### src/core/ulc_pkg.sv
package ulc_pkg;

   // ==========================================================
   // Register map
   localparam logic [31:0] STATUS_OFS = 32'h0000_001c;
   localparam logic [31:0] CONFIG_OFS = 32'h0000_0020;

   // ==========================================================
   // Status word fields
   localparam int ST_TXD = 31;
   localparam int ST_RTS = 30;
   localparam int ST_DTR = 29;
   localparam int ST_TXCNT_LO = 16;
   localparam int ST_RXD = 15;
   localparam int ST_CTS = 14;
   localparam int ST_DSR = 13;
   localparam int ST_RXCNT_LO = 0;

   // ==========================================================
   // Configuration word fields
   localparam int CF_DTR_INV = 24;
   localparam int CF_RTS_INV = 23;
   localparam int CF_TXD_INV = 22;
   localparam int CF_DSR_INV = 21;
   localparam int CF_CTS_INV = 20;
   localparam int CF_RXD_INV = 19;
   localparam int CF_TXF_RST = 18;
   localparam int CF_RXF_RST = 17;
   localparam int CF_FLOW_EN = 15;
   localparam int CF_LOOP = 14;
   localparam int CF_BRK = 8;
   localparam int CF_SOFT_DTR = 7;
   localparam int CF_SOFT_RTS = 6;
   localparam int CF_STOP_LO = 4;
   localparam int CF_LEN_LO = 2;
   localparam int CF_PAR_EN = 1;
   localparam int CF_PAR_ODD = 0;
   localparam logic [31:0] CONFIG_WMASK = 32'h01fe_c1ff;
   localparam logic [31:0] CONFIG_RST = 32'h0000_001c;

   // ==========================================================
   // Serial timing, in half-bit ticks, and the minimum data bit count
   localparam logic [2:0] HALVES_BIT = 3'h2;
   localparam logic [2:0] HALVES_STOP1 = 3'h2;
   localparam logic [2:0] HALVES_STOP15 = 3'h3;
   localparam logic [2:0] HALVES_STOP2 = 3'h4;
   localparam logic [3:0] MIN_BITS = 4'h5;

   // ==========================================================
   // Frame state machine, shared by transmitter and receiver
   typedef enum logic [4:0] {
      ULC_IDLE = 5'b00001,
      ULC_START = 5'b00010,
      ULC_DATA = 5'b00100,
      ULC_PAR = 5'b01000,
      ULC_STOP = 5'b10000
   } ulc_state_t;

endpackage

### src/core/ulc_top.sv
// Our own choices: the register addresses and the AHB-Lite register port.
`timescale 1ns/1ps
// Contract
// - Status bit 30 shows the live request-to-send output level.
// - Status bit 29 shows the live data-terminal-ready output level.
// - Status bits 23:16 show the transmit FIFO entry count.
// - Status bit 15 shows the present serial receive input level.
// - Status bit 14 shows the present clear-to-send input level.
// - Status bit 13 shows the present data-set-ready input level.
// - Status bits 7:0 show the receive FIFO entry count.
// - Data-terminal-ready inversion flips that output; resets to zero.
// - Request-to-send inversion flips that output.
// - Transmit-data inversion flips the serial output level.
// - Data-set-ready inversion flips how that input is read.
// - Clear-to-send inversion flips how that input is read.
// - Receive-data inversion flips the serial input before sampling.
// - Transmit FIFO reset empties it and clears its count.
// - Receive FIFO reset empties it and clears its count.
// - Flow control holds off transmission while clear-to-send says not ready.
// - Loopback routes the transmit stream into the own receiver.
// - Stop length codes 1, 2, 3 give one, one and half, two bits.
// - Character length codes 0 to 3 give five to eight data bits.
// - Parity enable generates and checks a parity bit per character.
// - Parity type zero is even, one is odd.

// ==========================================================
// Simple FIFO with occupancy count
module ulc_fifo #(
   parameter int WIDTH = 8,
   parameter int DEPTH = 128
) (
   input wire logic clk,
   input wire logic rst_n,
   input wire logic flush,
   input wire logic [WIDTH-1:0] in_data,
   input wire logic in_valid,
   output logic in_ready,
   output logic [WIDTH-1:0] out_data,
   output logic out_valid,
   input wire logic out_ready,
   output logic [7:0] count
);
   localparam int AW = $clog2(DEPTH);
   logic [WIDTH-1:0] mem [DEPTH];
   logic [AW-1:0] wr_q;
   logic [AW-1:0] rd_q;
   logic [7:0] cnt_q;
   wire push = in_valid && in_ready;
   wire pop = out_valid && out_ready;

   assign in_ready = !flush && (cnt_q != 8'(DEPTH));
   assign out_valid = !flush && (cnt_q != 8'h00);
   assign out_data = mem[rd_q];
   assign count = cnt_q;

   always_ff @(posedge clk) begin
      if (push) begin
         mem[wr_q] <= in_data;
      end
   end

   always_ff @(posedge clk or negedge rst_n) begin
      if (!rst_n) begin
         wr_q <= '0;
         rd_q <= '0;
         cnt_q <= 8'h00;
      end else if (flush) begin
         wr_q <= '0;
         rd_q <= '0;
         cnt_q <= 8'h00;
      end else begin
         wr_q <= push ? AW'(wr_q + 1'b1) : wr_q;
         rd_q <= pop ? AW'(rd_q + 1'b1) : rd_q;
         cnt_q <= 8'(cnt_q + {7'h00, push} - {7'h00, pop});
      end
   end
endmodule

// ==========================================================
// Line status and configuration with serial engine
module ulc_top #(
   parameter int DEPTH = 128,
   parameter logic [15:0] HALF_BIT = 16'h0010
) (
   input wire logic hclk,
   input wire logic hresetn,
   input wire logic hsel,
   input wire logic [31:0] haddr,
   input wire logic [1:0] htrans,
   input wire logic hwrite,
   input wire logic [2:0] hsize,
   input wire logic [31:0] hwdata,
   input wire logic hready,
   output logic hreadyout,
   output logic [31:0] hrdata,
   output logic hresp,
   output logic txd,
   input wire logic rxd,
   input wire logic cts_n,
   input wire logic dsr_n,
   output logic rts_n,
   output logic dtr_n,
   output logic dsr_active,
   input wire logic [7:0] tx_data,
   input wire logic tx_valid,
   output logic tx_ready,
   output logic [7:0] rx_data,
   output logic rx_valid,
   input wire logic rx_ready,
   output logic rx_parity_err,
   output logic rx_frame_err
);
   // ==========================================================
   // Bus slave
   logic [31:0] cfg_q;
   logic [31:0] cfg_d;
   logic [31:0] addr_q;
   logic wr_pend_q;
   logic [31:0] hrdata_q;
   logic [31:0] status_w;
   wire addr_phase = hsel && hready && htrans[1];
   wire cfg_write = wr_pend_q && (addr_q == ulc_pkg::CONFIG_OFS);
   wire rd_status = addr_phase && !hwrite && (haddr == ulc_pkg::STATUS_OFS);
   wire rd_config = addr_phase && !hwrite && (haddr == ulc_pkg::CONFIG_OFS);
   wire [31:0] rd_word = rd_status ? status_w : (rd_config ? cfg_d : 32'h0000_0000);

   assign cfg_d = cfg_write ? (hwdata & ulc_pkg::CONFIG_WMASK) : cfg_q;
   assign hreadyout = 1'b1;
   assign hresp = 1'b0;
   assign hrdata = hrdata_q;

   always_ff @(posedge hclk or negedge hresetn) begin
      if (!hresetn) begin
         addr_q <= 32'h0000_0000;
         wr_pend_q <= 1'b0;
         hrdata_q <= 32'h0000_0000;
         cfg_q <= ulc_pkg::CONFIG_RST;
      end else begin
         wr_pend_q <= addr_phase && hwrite;
         addr_q <= addr_phase ? haddr : addr_q;
         hrdata_q <= addr_phase ? rd_word : hrdata_q;
         cfg_q <= cfg_d;
      end
   end

   // ==========================================================
   // Configuration decode
   wire dtr_inv = cfg_q[ulc_pkg::CF_DTR_INV];
   wire rts_inv = cfg_q[ulc_pkg::CF_RTS_INV];
   wire txd_inv = cfg_q[ulc_pkg::CF_TXD_INV];
   wire dsr_inv = cfg_q[ulc_pkg::CF_DSR_INV];
   wire cts_inv = cfg_q[ulc_pkg::CF_CTS_INV];
   wire rxd_inv = cfg_q[ulc_pkg::CF_RXD_INV];
   wire txf_rst = cfg_q[ulc_pkg::CF_TXF_RST];
   wire rxf_rst = cfg_q[ulc_pkg::CF_RXF_RST];
   wire flow_en = cfg_q[ulc_pkg::CF_FLOW_EN];
   wire loop_en = cfg_q[ulc_pkg::CF_LOOP];
   wire soft_terminal_ready = cfg_q[ulc_pkg::CF_SOFT_DTR];
   wire soft_request_send = cfg_q[ulc_pkg::CF_SOFT_RTS];
   wire [1:0] stop_code = cfg_q[ulc_pkg::CF_STOP_LO +: 2];
   wire [1:0] len_code = cfg_q[ulc_pkg::CF_LEN_LO +: 2];
   wire par_en = cfg_q[ulc_pkg::CF_PAR_EN];
   wire par_odd = cfg_q[ulc_pkg::CF_PAR_ODD];
   wire [3:0] nbits = ulc_pkg::MIN_BITS + {2'b00, len_code};
   wire [2:0] stop_halves = (stop_code == 2'h3) ? ulc_pkg::HALVES_STOP2 :
                            (stop_code == 2'h2) ? ulc_pkg::HALVES_STOP15 :
                            ulc_pkg::HALVES_STOP1;
   wire [7:0] len_mask = 8'hff >> (4'h8 - nbits);
   wire cts_n_eff = cts_n ^ cts_inv;
   wire tx_hold = flow_en && cts_n_eff;

   // ==========================================================
   // Modem control outputs
   logic rts_n_q;
   logic dtr_n_q;
   logic dsr_act_q;
   assign rts_n = rts_n_q;
   assign dtr_n = dtr_n_q;
   assign dsr_active = dsr_act_q;

   always_ff @(posedge hclk or negedge hresetn) begin
      if (!hresetn) begin
         rts_n_q <= 1'b1;
         dtr_n_q <= 1'b1;
         dsr_act_q <= 1'b0;
      end else begin
         rts_n_q <= !soft_request_send ^ rts_inv;
         dtr_n_q <= !soft_terminal_ready ^ dtr_inv;
         dsr_act_q <= !(dsr_n ^ dsr_inv);
      end
   end

   // ==========================================================
   // FIFOs
   logic [7:0] txf_data;
   logic txf_valid;
   logic txf_pop;
   logic [7:0] tx_cnt;
   logic [7:0] rx_cnt;
   logic [7:0] rx_word_q;
   logic rx_push_q;

   ulc_fifo #(.WIDTH(8), .DEPTH(DEPTH)) u_txf (
      .clk(hclk),
      .rst_n(hresetn),
      .flush(txf_rst),
      .in_data(tx_data),
      .in_valid(tx_valid),
      .in_ready(tx_ready),
      .out_data(txf_data),
      .out_valid(txf_valid),
      .out_ready(txf_pop),
      .count(tx_cnt)
   );

   ulc_fifo #(.WIDTH(8), .DEPTH(DEPTH)) u_rxf (
      .clk(hclk),
      .rst_n(hresetn),
      .flush(rxf_rst),
      .in_data(rx_word_q),
      .in_valid(rx_push_q),
      .in_ready(),
      .out_data(rx_data),
      .out_valid(rx_valid),
      .out_ready(rx_ready),
      .count(rx_cnt)
   );

   // ==========================================================
   // Transmitter
   ulc_pkg::ulc_state_t tx_st_q;
   logic [15:0] tx_hcnt_q;
   logic [2:0] tx_half_q;
   logic [2:0] tx_bit_q;
   logic [7:0] tx_sh_q;
   logic tx_par_q;
   logic tx_serial;
   logic txd_q;
   wire tx_tick = (tx_hcnt_q == 16'h0000);
   wire [2:0] tx_need = (tx_st_q == ulc_pkg::ULC_STOP) ? stop_halves : ulc_pkg::HALVES_BIT;
   wire tx_bit_done = tx_tick && (tx_half_q == 3'(tx_need - 3'h1));
   wire tx_last = ({1'b0, tx_bit_q} == 4'(nbits - 4'h1));
   wire [7:0] tx_load = txf_data & len_mask;

   assign txf_pop = (tx_st_q == ulc_pkg::ULC_IDLE) && txf_valid && !tx_hold;
   assign tx_serial = (tx_st_q == ulc_pkg::ULC_START) ? 1'b0 :
                      (tx_st_q == ulc_pkg::ULC_DATA) ? tx_sh_q[0] :
                      (tx_st_q == ulc_pkg::ULC_PAR) ? tx_par_q : 1'b1;
   assign txd = txd_q;

   always_ff @(posedge hclk or negedge hresetn) begin
      if (!hresetn) begin
         tx_st_q <= ulc_pkg::ULC_IDLE;
         tx_hcnt_q <= 16'h0000;
         tx_half_q <= 3'h0;
         tx_bit_q <= 3'h0;
         tx_sh_q <= 8'h00;
         tx_par_q <= 1'b0;
         txd_q <= 1'b1;
      end else begin
         txd_q <= (loop_en ? 1'b1 : tx_serial) ^ txd_inv;
         tx_hcnt_q <= (tx_tick || tx_st_q == ulc_pkg::ULC_IDLE) ?
                      16'(HALF_BIT - 16'h0001) : 16'(tx_hcnt_q - 16'h0001);
         if (tx_st_q == ulc_pkg::ULC_IDLE || tx_bit_done) begin
            tx_half_q <= 3'h0;
         end else if (tx_tick) begin
            tx_half_q <= 3'(tx_half_q + 3'h1);
         end
         case (tx_st_q)
            ulc_pkg::ULC_IDLE: begin
               if (txf_pop) begin
                  tx_sh_q <= tx_load;
                  tx_par_q <= ^tx_load ^ par_odd;
                  tx_st_q <= ulc_pkg::ULC_START;
               end
            end
            ulc_pkg::ULC_START: begin
               if (tx_bit_done) begin
                  tx_bit_q <= 3'h0;
                  tx_st_q <= ulc_pkg::ULC_DATA;
               end
            end
            ulc_pkg::ULC_DATA: begin
               if (tx_bit_done) begin
                  tx_sh_q <= {1'b0, tx_sh_q[7:1]};
                  tx_bit_q <= 3'(tx_bit_q + 3'h1);
                  if (tx_last) begin
                     tx_st_q <= par_en ? ulc_pkg::ULC_PAR : ulc_pkg::ULC_STOP;
                  end
               end
            end
            ulc_pkg::ULC_PAR: begin
               if (tx_bit_done) begin
                  tx_st_q <= ulc_pkg::ULC_STOP;
               end
            end
            ulc_pkg::ULC_STOP: begin
               if (tx_bit_done) begin
                  tx_st_q <= ulc_pkg::ULC_IDLE;
               end
            end
            default: begin
               tx_st_q <= ulc_pkg::ULC_IDLE;
            end
         endcase
      end
   end

   // ==========================================================
   // Receiver, sampling at mid-bit
   ulc_pkg::ulc_state_t rx_st_q;
   logic [15:0] rx_hcnt_q;
   logic rx_half_q;
   logic [2:0] rx_bit_q;
   logic [7:0] rx_sh_q;
   logic rx_line_q;
   logic rx_perr_q;
   logic rx_ferr_q;
   wire rx_tick = (rx_hcnt_q == 16'h0000);
   wire rx_sample = rx_tick && rx_half_q;
   wire rx_last = ({1'b0, rx_bit_q} == 4'(nbits - 4'h1));
   wire rx_par_bad = (^rx_sh_q ^ par_odd) != rx_line_q;

   assign rx_parity_err = rx_perr_q;
   assign rx_frame_err = rx_ferr_q;

   always_ff @(posedge hclk or negedge hresetn) begin
      if (!hresetn) begin
         rx_st_q <= ulc_pkg::ULC_IDLE;
         rx_hcnt_q <= 16'h0000;
         rx_half_q <= 1'b0;
         rx_bit_q <= 3'h0;
         rx_sh_q <= 8'h00;
         rx_line_q <= 1'b1;
         rx_perr_q <= 1'b0;
         rx_ferr_q <= 1'b0;
         rx_word_q <= 8'h00;
         rx_push_q <= 1'b0;
      end else begin
         rx_line_q <= loop_en ? tx_serial : (rxd ^ rxd_inv);
         rx_push_q <= 1'b0;
         rx_perr_q <= 1'b0;
         rx_ferr_q <= 1'b0;
         rx_hcnt_q <= (rx_tick || rx_st_q == ulc_pkg::ULC_IDLE) ?
                      16'(HALF_BIT - 16'h0001) : 16'(rx_hcnt_q - 16'h0001);
         if (rx_st_q == ulc_pkg::ULC_IDLE || rx_st_q == ulc_pkg::ULC_START) begin
            rx_half_q <= 1'b0;
         end else if (rx_tick) begin
            rx_half_q <= !rx_half_q;
         end
         case (rx_st_q)
            ulc_pkg::ULC_IDLE: begin
               if (!rx_line_q) begin
                  rx_st_q <= ulc_pkg::ULC_START;
               end
            end
            ulc_pkg::ULC_START: begin
               if (rx_tick) begin
                  rx_bit_q <= 3'h0;
                  rx_sh_q <= 8'h00;
                  rx_st_q <= rx_line_q ? ulc_pkg::ULC_IDLE : ulc_pkg::ULC_DATA;
               end
            end
            ulc_pkg::ULC_DATA: begin
               if (rx_sample) begin
                  rx_sh_q[rx_bit_q] <= rx_line_q;
                  rx_bit_q <= 3'(rx_bit_q + 3'h1);
                  if (rx_last) begin
                     rx_st_q <= par_en ? ulc_pkg::ULC_PAR : ulc_pkg::ULC_STOP;
                  end
               end
            end
            ulc_pkg::ULC_PAR: begin
               if (rx_sample) begin
                  rx_perr_q <= rx_par_bad;
                  rx_st_q <= ulc_pkg::ULC_STOP;
               end
            end
            ulc_pkg::ULC_STOP: begin
               if (rx_sample) begin
                  rx_ferr_q <= !rx_line_q;
                  rx_push_q <= rx_line_q && !rxf_rst;
                  rx_word_q <= rx_sh_q;
                  rx_st_q <= ulc_pkg::ULC_IDLE;
               end
            end
            default: begin
               rx_st_q <= ulc_pkg::ULC_IDLE;
            end
         endcase
      end
   end

   // ==========================================================
   // Status word
   always_comb begin
      status_w = 32'h0000_0000;
      status_w[ulc_pkg::ST_TXD] = txd_q;
      status_w[ulc_pkg::ST_RTS] = rts_n_q;
      status_w[ulc_pkg::ST_DTR] = dtr_n_q;
      status_w[ulc_pkg::ST_TXCNT_LO +: 8] = tx_cnt;
      status_w[ulc_pkg::ST_RXD] = rxd;
      status_w[ulc_pkg::ST_CTS] = cts_n;
      status_w[ulc_pkg::ST_DSR] = dsr_n;
      status_w[ulc_pkg::ST_RXCNT_LO +: 8] = rx_cnt;
   end
endmodule

### config.mk
export PLATFORM = sky130hd
export DESIGN_NAME = ulc_top
export DESIGN_NICKNAME = d
export VERILOG_FILES = /design/src/core/ulc_pkg.sv /design/src/core/ulc_top.sv
export SDC_FILE = /design/constraint.sdc
export NUM_CORES = 2
export LEC_CHECK = 0
export ABC_CLOCK_PERIOD_IN_PS = 8300
export BUFFER_PORTS_ARGS = -buffer_cell sky130_fd_sc_hd__buf_2
export CAP_MARGIN = 30
export CORE_ASPECT_RATIO = 1.1
export CORE_MARGIN = 4
export CORE_UTILIZATION = 60
export CTS_CLUSTER_SIZE = 8
export DETAILED_ROUTE_END_ITERATION = 10
export GPL_TIMING_DRIVEN = 0
export HOLD_SLACK_MARGIN = 0.1
export PLACE_DENSITY_LB_ADDON = 0.12
export SYNTH_ARGS = -nofsm -noshare
export SYNTH_HDL_FRONTEND = slang
export SYNTH_SLANG_ARGS = --single-unit
### constraint.sdc
create_clock -name hclk -period 8.3 [get_ports hclk]
set_clock_uncertainty 0.05 [all_clocks]
set_input_delay 0.83 -clock hclk [delete_from_list [all_inputs] [get_ports hclk]]
set_output_delay 0.83 -clock hclk [all_outputs]
set_load 0.02 [all_outputs]
==> reports/metrics.json <==
{
  "outcome": {
    "status": "finished clean"
  },
  "worst_hold_path": {
    "hold_path_depth": 3,
    "hp-start": "hwdata[22]",
    "hold_end": "cfg_q[22]",
    "class_of_the_worst_hold_path": "input port to register"
  },
  "global_routing": {
    "first_global_vias": 48100,
    "pin_count_of_the_biggest_net_entering_global_routing": 118,
    "grt_pass1_wl_um": 341000,
    "grt_overflow_total": 0,
    "antenna_found_initial": 4,
    "use_met3_pct": 6.19,
    "grt_use_met2_pct": 49.9,
    "gr-usage-all-layers_pct": 30.7,
    "globalRouteMet1Util_pct": 40.0,
    "globalRoute.busiestLayer": "met2"
  },
  "pwr": {
    "ir_worst_vdd_v": 0.000221,
    "psw_w": 0.00465,
    "p_sw_share_pct": 19.0,
    "sequentialPowerShare_pct": 50.9,
    "p_leak_nw": 30.7,
    "pnr_total_power_w": 0.0245,
    "cell_internal_pwr_w": 0.0198,
    "pwr-share-clk_pct": 48.3,
    "powerDensity_nw_per_um2": 236,
    "power.share.combinational_pct": 0.8
  },
  "setup_path": {
    "crit_path_end_kind": "primary output",
    "ff2ff_path_depth": 12,
    "worstPathArrival_ns": 5.43,
    "reg2reg_setup_slack_ns": 2.82,
    "cpMaxStageDelayCell": "sky130_fd_sc_hd__clkbuf_1",
    "crit_path_cell_trace": "clkbuf_1 > clkbuf_1 > buf_1 > mux4_2 > mux4_2 > mux4_2 > mux2_2 > buf_2",
    "timing.critical_path.buf_inv": 4,
    "worst_setup_path_start_kind": "register",
    "critical-path-top-delay-family": "multiplexers",
    "critical_path.reg2reg.startpoint": "u_txf.rd_q[1]",
    "critical-path-top-cell-by-count": "sky130_fd_sc_hd__mux4_2",
    "critPathMaxStageDelay_ns": 0.79,
    "critical_path_required_ns": 7.42,
    "class_of_the_most_critical_setup_path": "register to primary output",
    "critPathLaunch": "u_rxf.rd_q[0]",
    "worst_r2r_endpoint": "tx_par_q",
    "crit_path_max_fanout": 10
  },
  "final_layout": {
    "area_delta_synth_final_pct": 15.1,
    "fillers": 9110,
    "finalNetCount": 5261,
    "drive_above_1_share_pct": 23.8,
    "final_cell_count_no_fill": 7184
  },
  "clock_tree": {
    "tritoncts": "built",
    "clk_pin_slew_worst_paths_ns": 0.05,
    "maximum_buffer_depth_of_the_clock_tree": 4,
    "clock_insertion_delay_worst_skew_ns": 0.91,
    "tritoncts_num_sinks": 2274,
    "cts-buffers-inserted": 334,
    "cts-htree-levels": 5,
    "clockRootBuffer": "sky130_fd_sc_hd__clkbuf_16",
    "cts_resized": 0
  },
  "route": {
    "detail_route.first_pass.iterations": 6,
    "post_drt_wl_per_cell_um": 32.9,
    "detail_route.wirelength_um": 237000,
    "routed_via_density": 6.60,
    "detail_route.iter0.violations": 6172,
    "num_vias": 47400,
    "drc": 0,
    "drt.antenna.violating_nets": 0
  },
  "floorplanning": {
    "initial_core_util_pct": 60.6,
    "io-pin-count": 137,
    "core-area_um2": 149000,
    "dieArea_um2": 156000,
    "floorplan.rows": 148,
    "fp.dieH_um": 414,
    "die_w_um": 377
  },
  "timing": {
    "final_min_period_over_clock_period_pct": 76.1,
    "slew_viol_final": 0,
    "rsz0062_at_grt": "false",
    "layout_min_cycle_time_ns": 6.31,
    "clock.fmax_ghz": 0.158,
    "slew_headroom_pct": 23.5,
    "setup_viol_count_final": 0,
    "max_slew.worst_pin.slew_ns": 1.15,
    "sum_of_negative_setup_slack_ns": 0,
    "post-route-worst-setup-slack_ns": 1.99,
    "finalHoldViolCount": 0
  },
  "placement": {
    "place_inst": 6702,
    "dp_slack_ns": 2.86,
    "io_buffer_count": 117,
    "detailed_place_hpwl_um": 152000,
    "gp_congestion": 0.961
  },
  "synth": {
    "synth_top_flop_cell": "sky130_fd_sc_hd__edfxtp_1",
    "synthesis.yosys.warnings": 0,
    "yosys.area.top_type": "sky130_fd_sc_hd__edfxtp_1",
    "syn_avg_cell_area_um2": 19.7,
    "post_synth_inst_count": 4570,
    "synth.cell_area_um2": 90000,
    "syn-num-nets": 4696,
    "synth-seq-cells": 2274,
    "synth_edf_count": 2048,
    "ys_top_cells_by_area": "sky130_fd_sc_hd__edfxtp_1 68%, sky130_fd_sc_hd__mux4_2 15%, sky130_fd_sc_hd__dfrtp_1 6.0%",
    "synthDistinctLibCells": 78,
    "synthArstFlopShare_pct": 9.94,
    "seq_area_frac_synth_pct": 74.6,
    "synth.top_cell.area_share_pct": 68.3
  },
  "job": {
    "drv.max_cap_violation_count": 0
  }
}
## layout make-up
cell class | instances | area, um2 | share of cell area (%)
multi-input combinational | 2010 | 21500 | 20.7
clock inverter | 4 | 35.0 | 0.0338
tap | 1950 | 2440 | 2.35
sequential | 2274 | 67200 | 64.8
buffer | 238 | 1190 | 1.15
timing repair buffer | 229 | 2210 | 2.13
clock buffer | 429 | 8910 | 8.59
antenna | 2 | 5.00 | 0.00483
inverter | 48 | 180 | 0.174
## logic make-up after synthesis
family | count (synthesis) | synth area share [%]
flip-flops | 2274 | 74.6
AND/OR/NAND/NOR | 924 | 4.44
multiplexers | 732 | 16.4
buffers and inverters | 286 | 1.53
AO/OA/AOI/OAI | 226 | 1.63
XOR/XNOR | 87 | 0.870
adder cells (fa/ha/maj) | 39 | 0.559
other | 2 | 0.00834
## worst max-delay path by stage
stage	depth (start not counted)	slack (ns)	end
2_1_floorplan	7	4.28	rx_data[0]
3_3_place_gp	1	2.33	tx_hcnt_q[15]
3_5_place_dp	8	2.86	rx_data[3]
4_1_cts	8	1.89	rx_data[3]
5_1_grt	8	1.80	rx_data[3]
6_report	8	1.99	rx_data[3]
## state kept, by name (all words and copies together), names as in the netlist, 8 cells and up
signal       flops
addr_q          32
cfg_q           32
hrdata          32
rx_hcnt_q       16
rx_sh_q          8
rx_word_q        8
tx_hcnt_q       16
tx_sh_q          8
u_rxf.count      8
u_rxf.mem     1024
u_txf.count      8
u_txf.mem     1024
## timing repair
action,in CTS,in global routing
hold buffers,41,0
buffers inserted,0,0
hold endpoints to repair,145,0
## power by group through the flow
stage          combinational [W]  clock, W  sequential [W]
3_3_place_gp            0.000159         0          0.0127
4_1_cts                 0.000200    0.0119          0.0125
5_1_grt                 0.000221    0.0125          0.0124
3_5_place_dp            0.000184         0          0.0127
2_1_floorplan          0.0000340         0          0.0127
6_report                0.000202    0.0118          0.0125
## cells in the final DEF (no fill, tap or decap), types with 39 or more instances in the layout
master                          instances
sky130_fd_sc_hd__a21oi_1               50
sky130_fd_sc_hd__a22oi_1               39
sky130_fd_sc_hd__buf_1                 40
sky130_fd_sc_hd__buf_2                142
sky130_fd_sc_hd__clkbuf_1             218
sky130_fd_sc_hd__clkbuf_16            343
sky130_fd_sc_hd__dfrtp_1              209
sky130_fd_sc_hd__dlygate4sd3_1         41
sky130_fd_sc_hd__edfxtp_1            2048
sky130_fd_sc_hd__inv_1                 46
sky130_fd_sc_hd__mux2i_1              117
sky130_fd_sc_hd__mux4_2               590
sky130_fd_sc_hd__nand2_1              327
sky130_fd_sc_hd__nor2_1               392
sky130_fd_sc_hd__o21ai_0               46
sky130_fd_sc_hd__xnor2_1               51
## cells in the mapped netlist, types with 6 or more instances
cell type and n:
sky130_fd_sc_hd__buf_4 8, sky130_fd_sc_hd__ha_1 37, sky130_fd_sc_hd__a21oi_1 50, sky130_fd_sc_hd__and3_1 9
sky130_fd_sc_hd__nand3_1 33, sky130_fd_sc_hd__buf_2 33, sky130_fd_sc_hd__a22oi_1 39, sky130_fd_sc_hd__nor2_1 392
sky130_fd_sc_hd__o21ai_0 46, sky130_fd_sc_hd__o31ai_1 6, sky130_fd_sc_hd__or3_1 12, sky130_fd_sc_hd__buf_1 40
sky130_fd_sc_hd__mux2_2 25, sky130_fd_sc_hd__o211ai_1 7, sky130_fd_sc_hd__mux2i_1 117, sky130_fd_sc_hd__nand2b_1 30
sky130_fd_sc_hd__and2_1 9, sky130_fd_sc_hd__o21bai_1 7, sky130_fd_sc_hd__buf_6 19, sky130_fd_sc_hd__nor4_1 19
sky130_fd_sc_hd__xnor2_1 51, sky130_fd_sc_hd__o22ai_1 14, sky130_fd_sc_hd__xor2_1 34, sky130_fd_sc_hd__edfxtp_1 2048
sky130_fd_sc_hd__nand4_1 11, sky130_fd_sc_hd__nor2b_1 30, sky130_fd_sc_hd__nand3b_1 6, sky130_fd_sc_hd__nand2_1 327
sky130_fd_sc_hd__dfrtp_1 217, sky130_fd_sc_hd__mux4_2 590, sky130_fd_sc_hd__dfstp_2 9, sky130_fd_sc_hd__clkbuf_1 132
sky130_fd_sc_hd__a31oi_1 11, sky130_fd_sc_hd__inv_1 46, sky130_fd_sc_hd__nor3_1 20
## metal layers
| metal | wire length [um] | share of wire [%] |
|---|---|---|
| met1 | 83800 | 35 |
| met2 | 118000 | 50 |
| met3 | 20800 | 8.8 |
| met4 | 14200 | 6.0 |
| met5 | 13 | 0.0055 |
## worst reg2reg max path, cell delays in order (launching register included)
cell and delay, ns:
sky130_fd_sc_hd__dfrtp_1 0.53, sky130_fd_sc_hd__clkbuf_1 0.25, sky130_fd_sc_hd__buf_2 0.33, sky130_fd_sc_hd__buf_2 0.45
sky130_fd_sc_hd__buf_2 0.58, sky130_fd_sc_hd__buf_2 0.57, sky130_fd_sc_hd__mux4_2 0.41, sky130_fd_sc_hd__mux2i_1 0.30
sky130_fd_sc_hd__o221ai_1 0.24, sky130_fd_sc_hd__o31ai_1 0.87, sky130_fd_sc_hd__xnor2_1 0.20, sky130_fd_sc_hd__xnor3_1 0.46
sky130_fd_sc_hd__a21oi_1 0.17
## stage by stage
| stage | hold WS (ns) | cell area (um2) | util [%] |
|---|---|---|---|
| finish | 0.152 | 104000 | 69.8 |
| global placement | 0.368 | 93100 | 62.7 |
| floorplan | 0.353 | 90000 | - |
| CTS | 0.101 | 104000 | 69.8 |
| detailed placement | 0.374 | 94200 | 63.5 |
| global route | 0.141 | 104000 | 69.8 |
(Power assumes the default switching activity.)
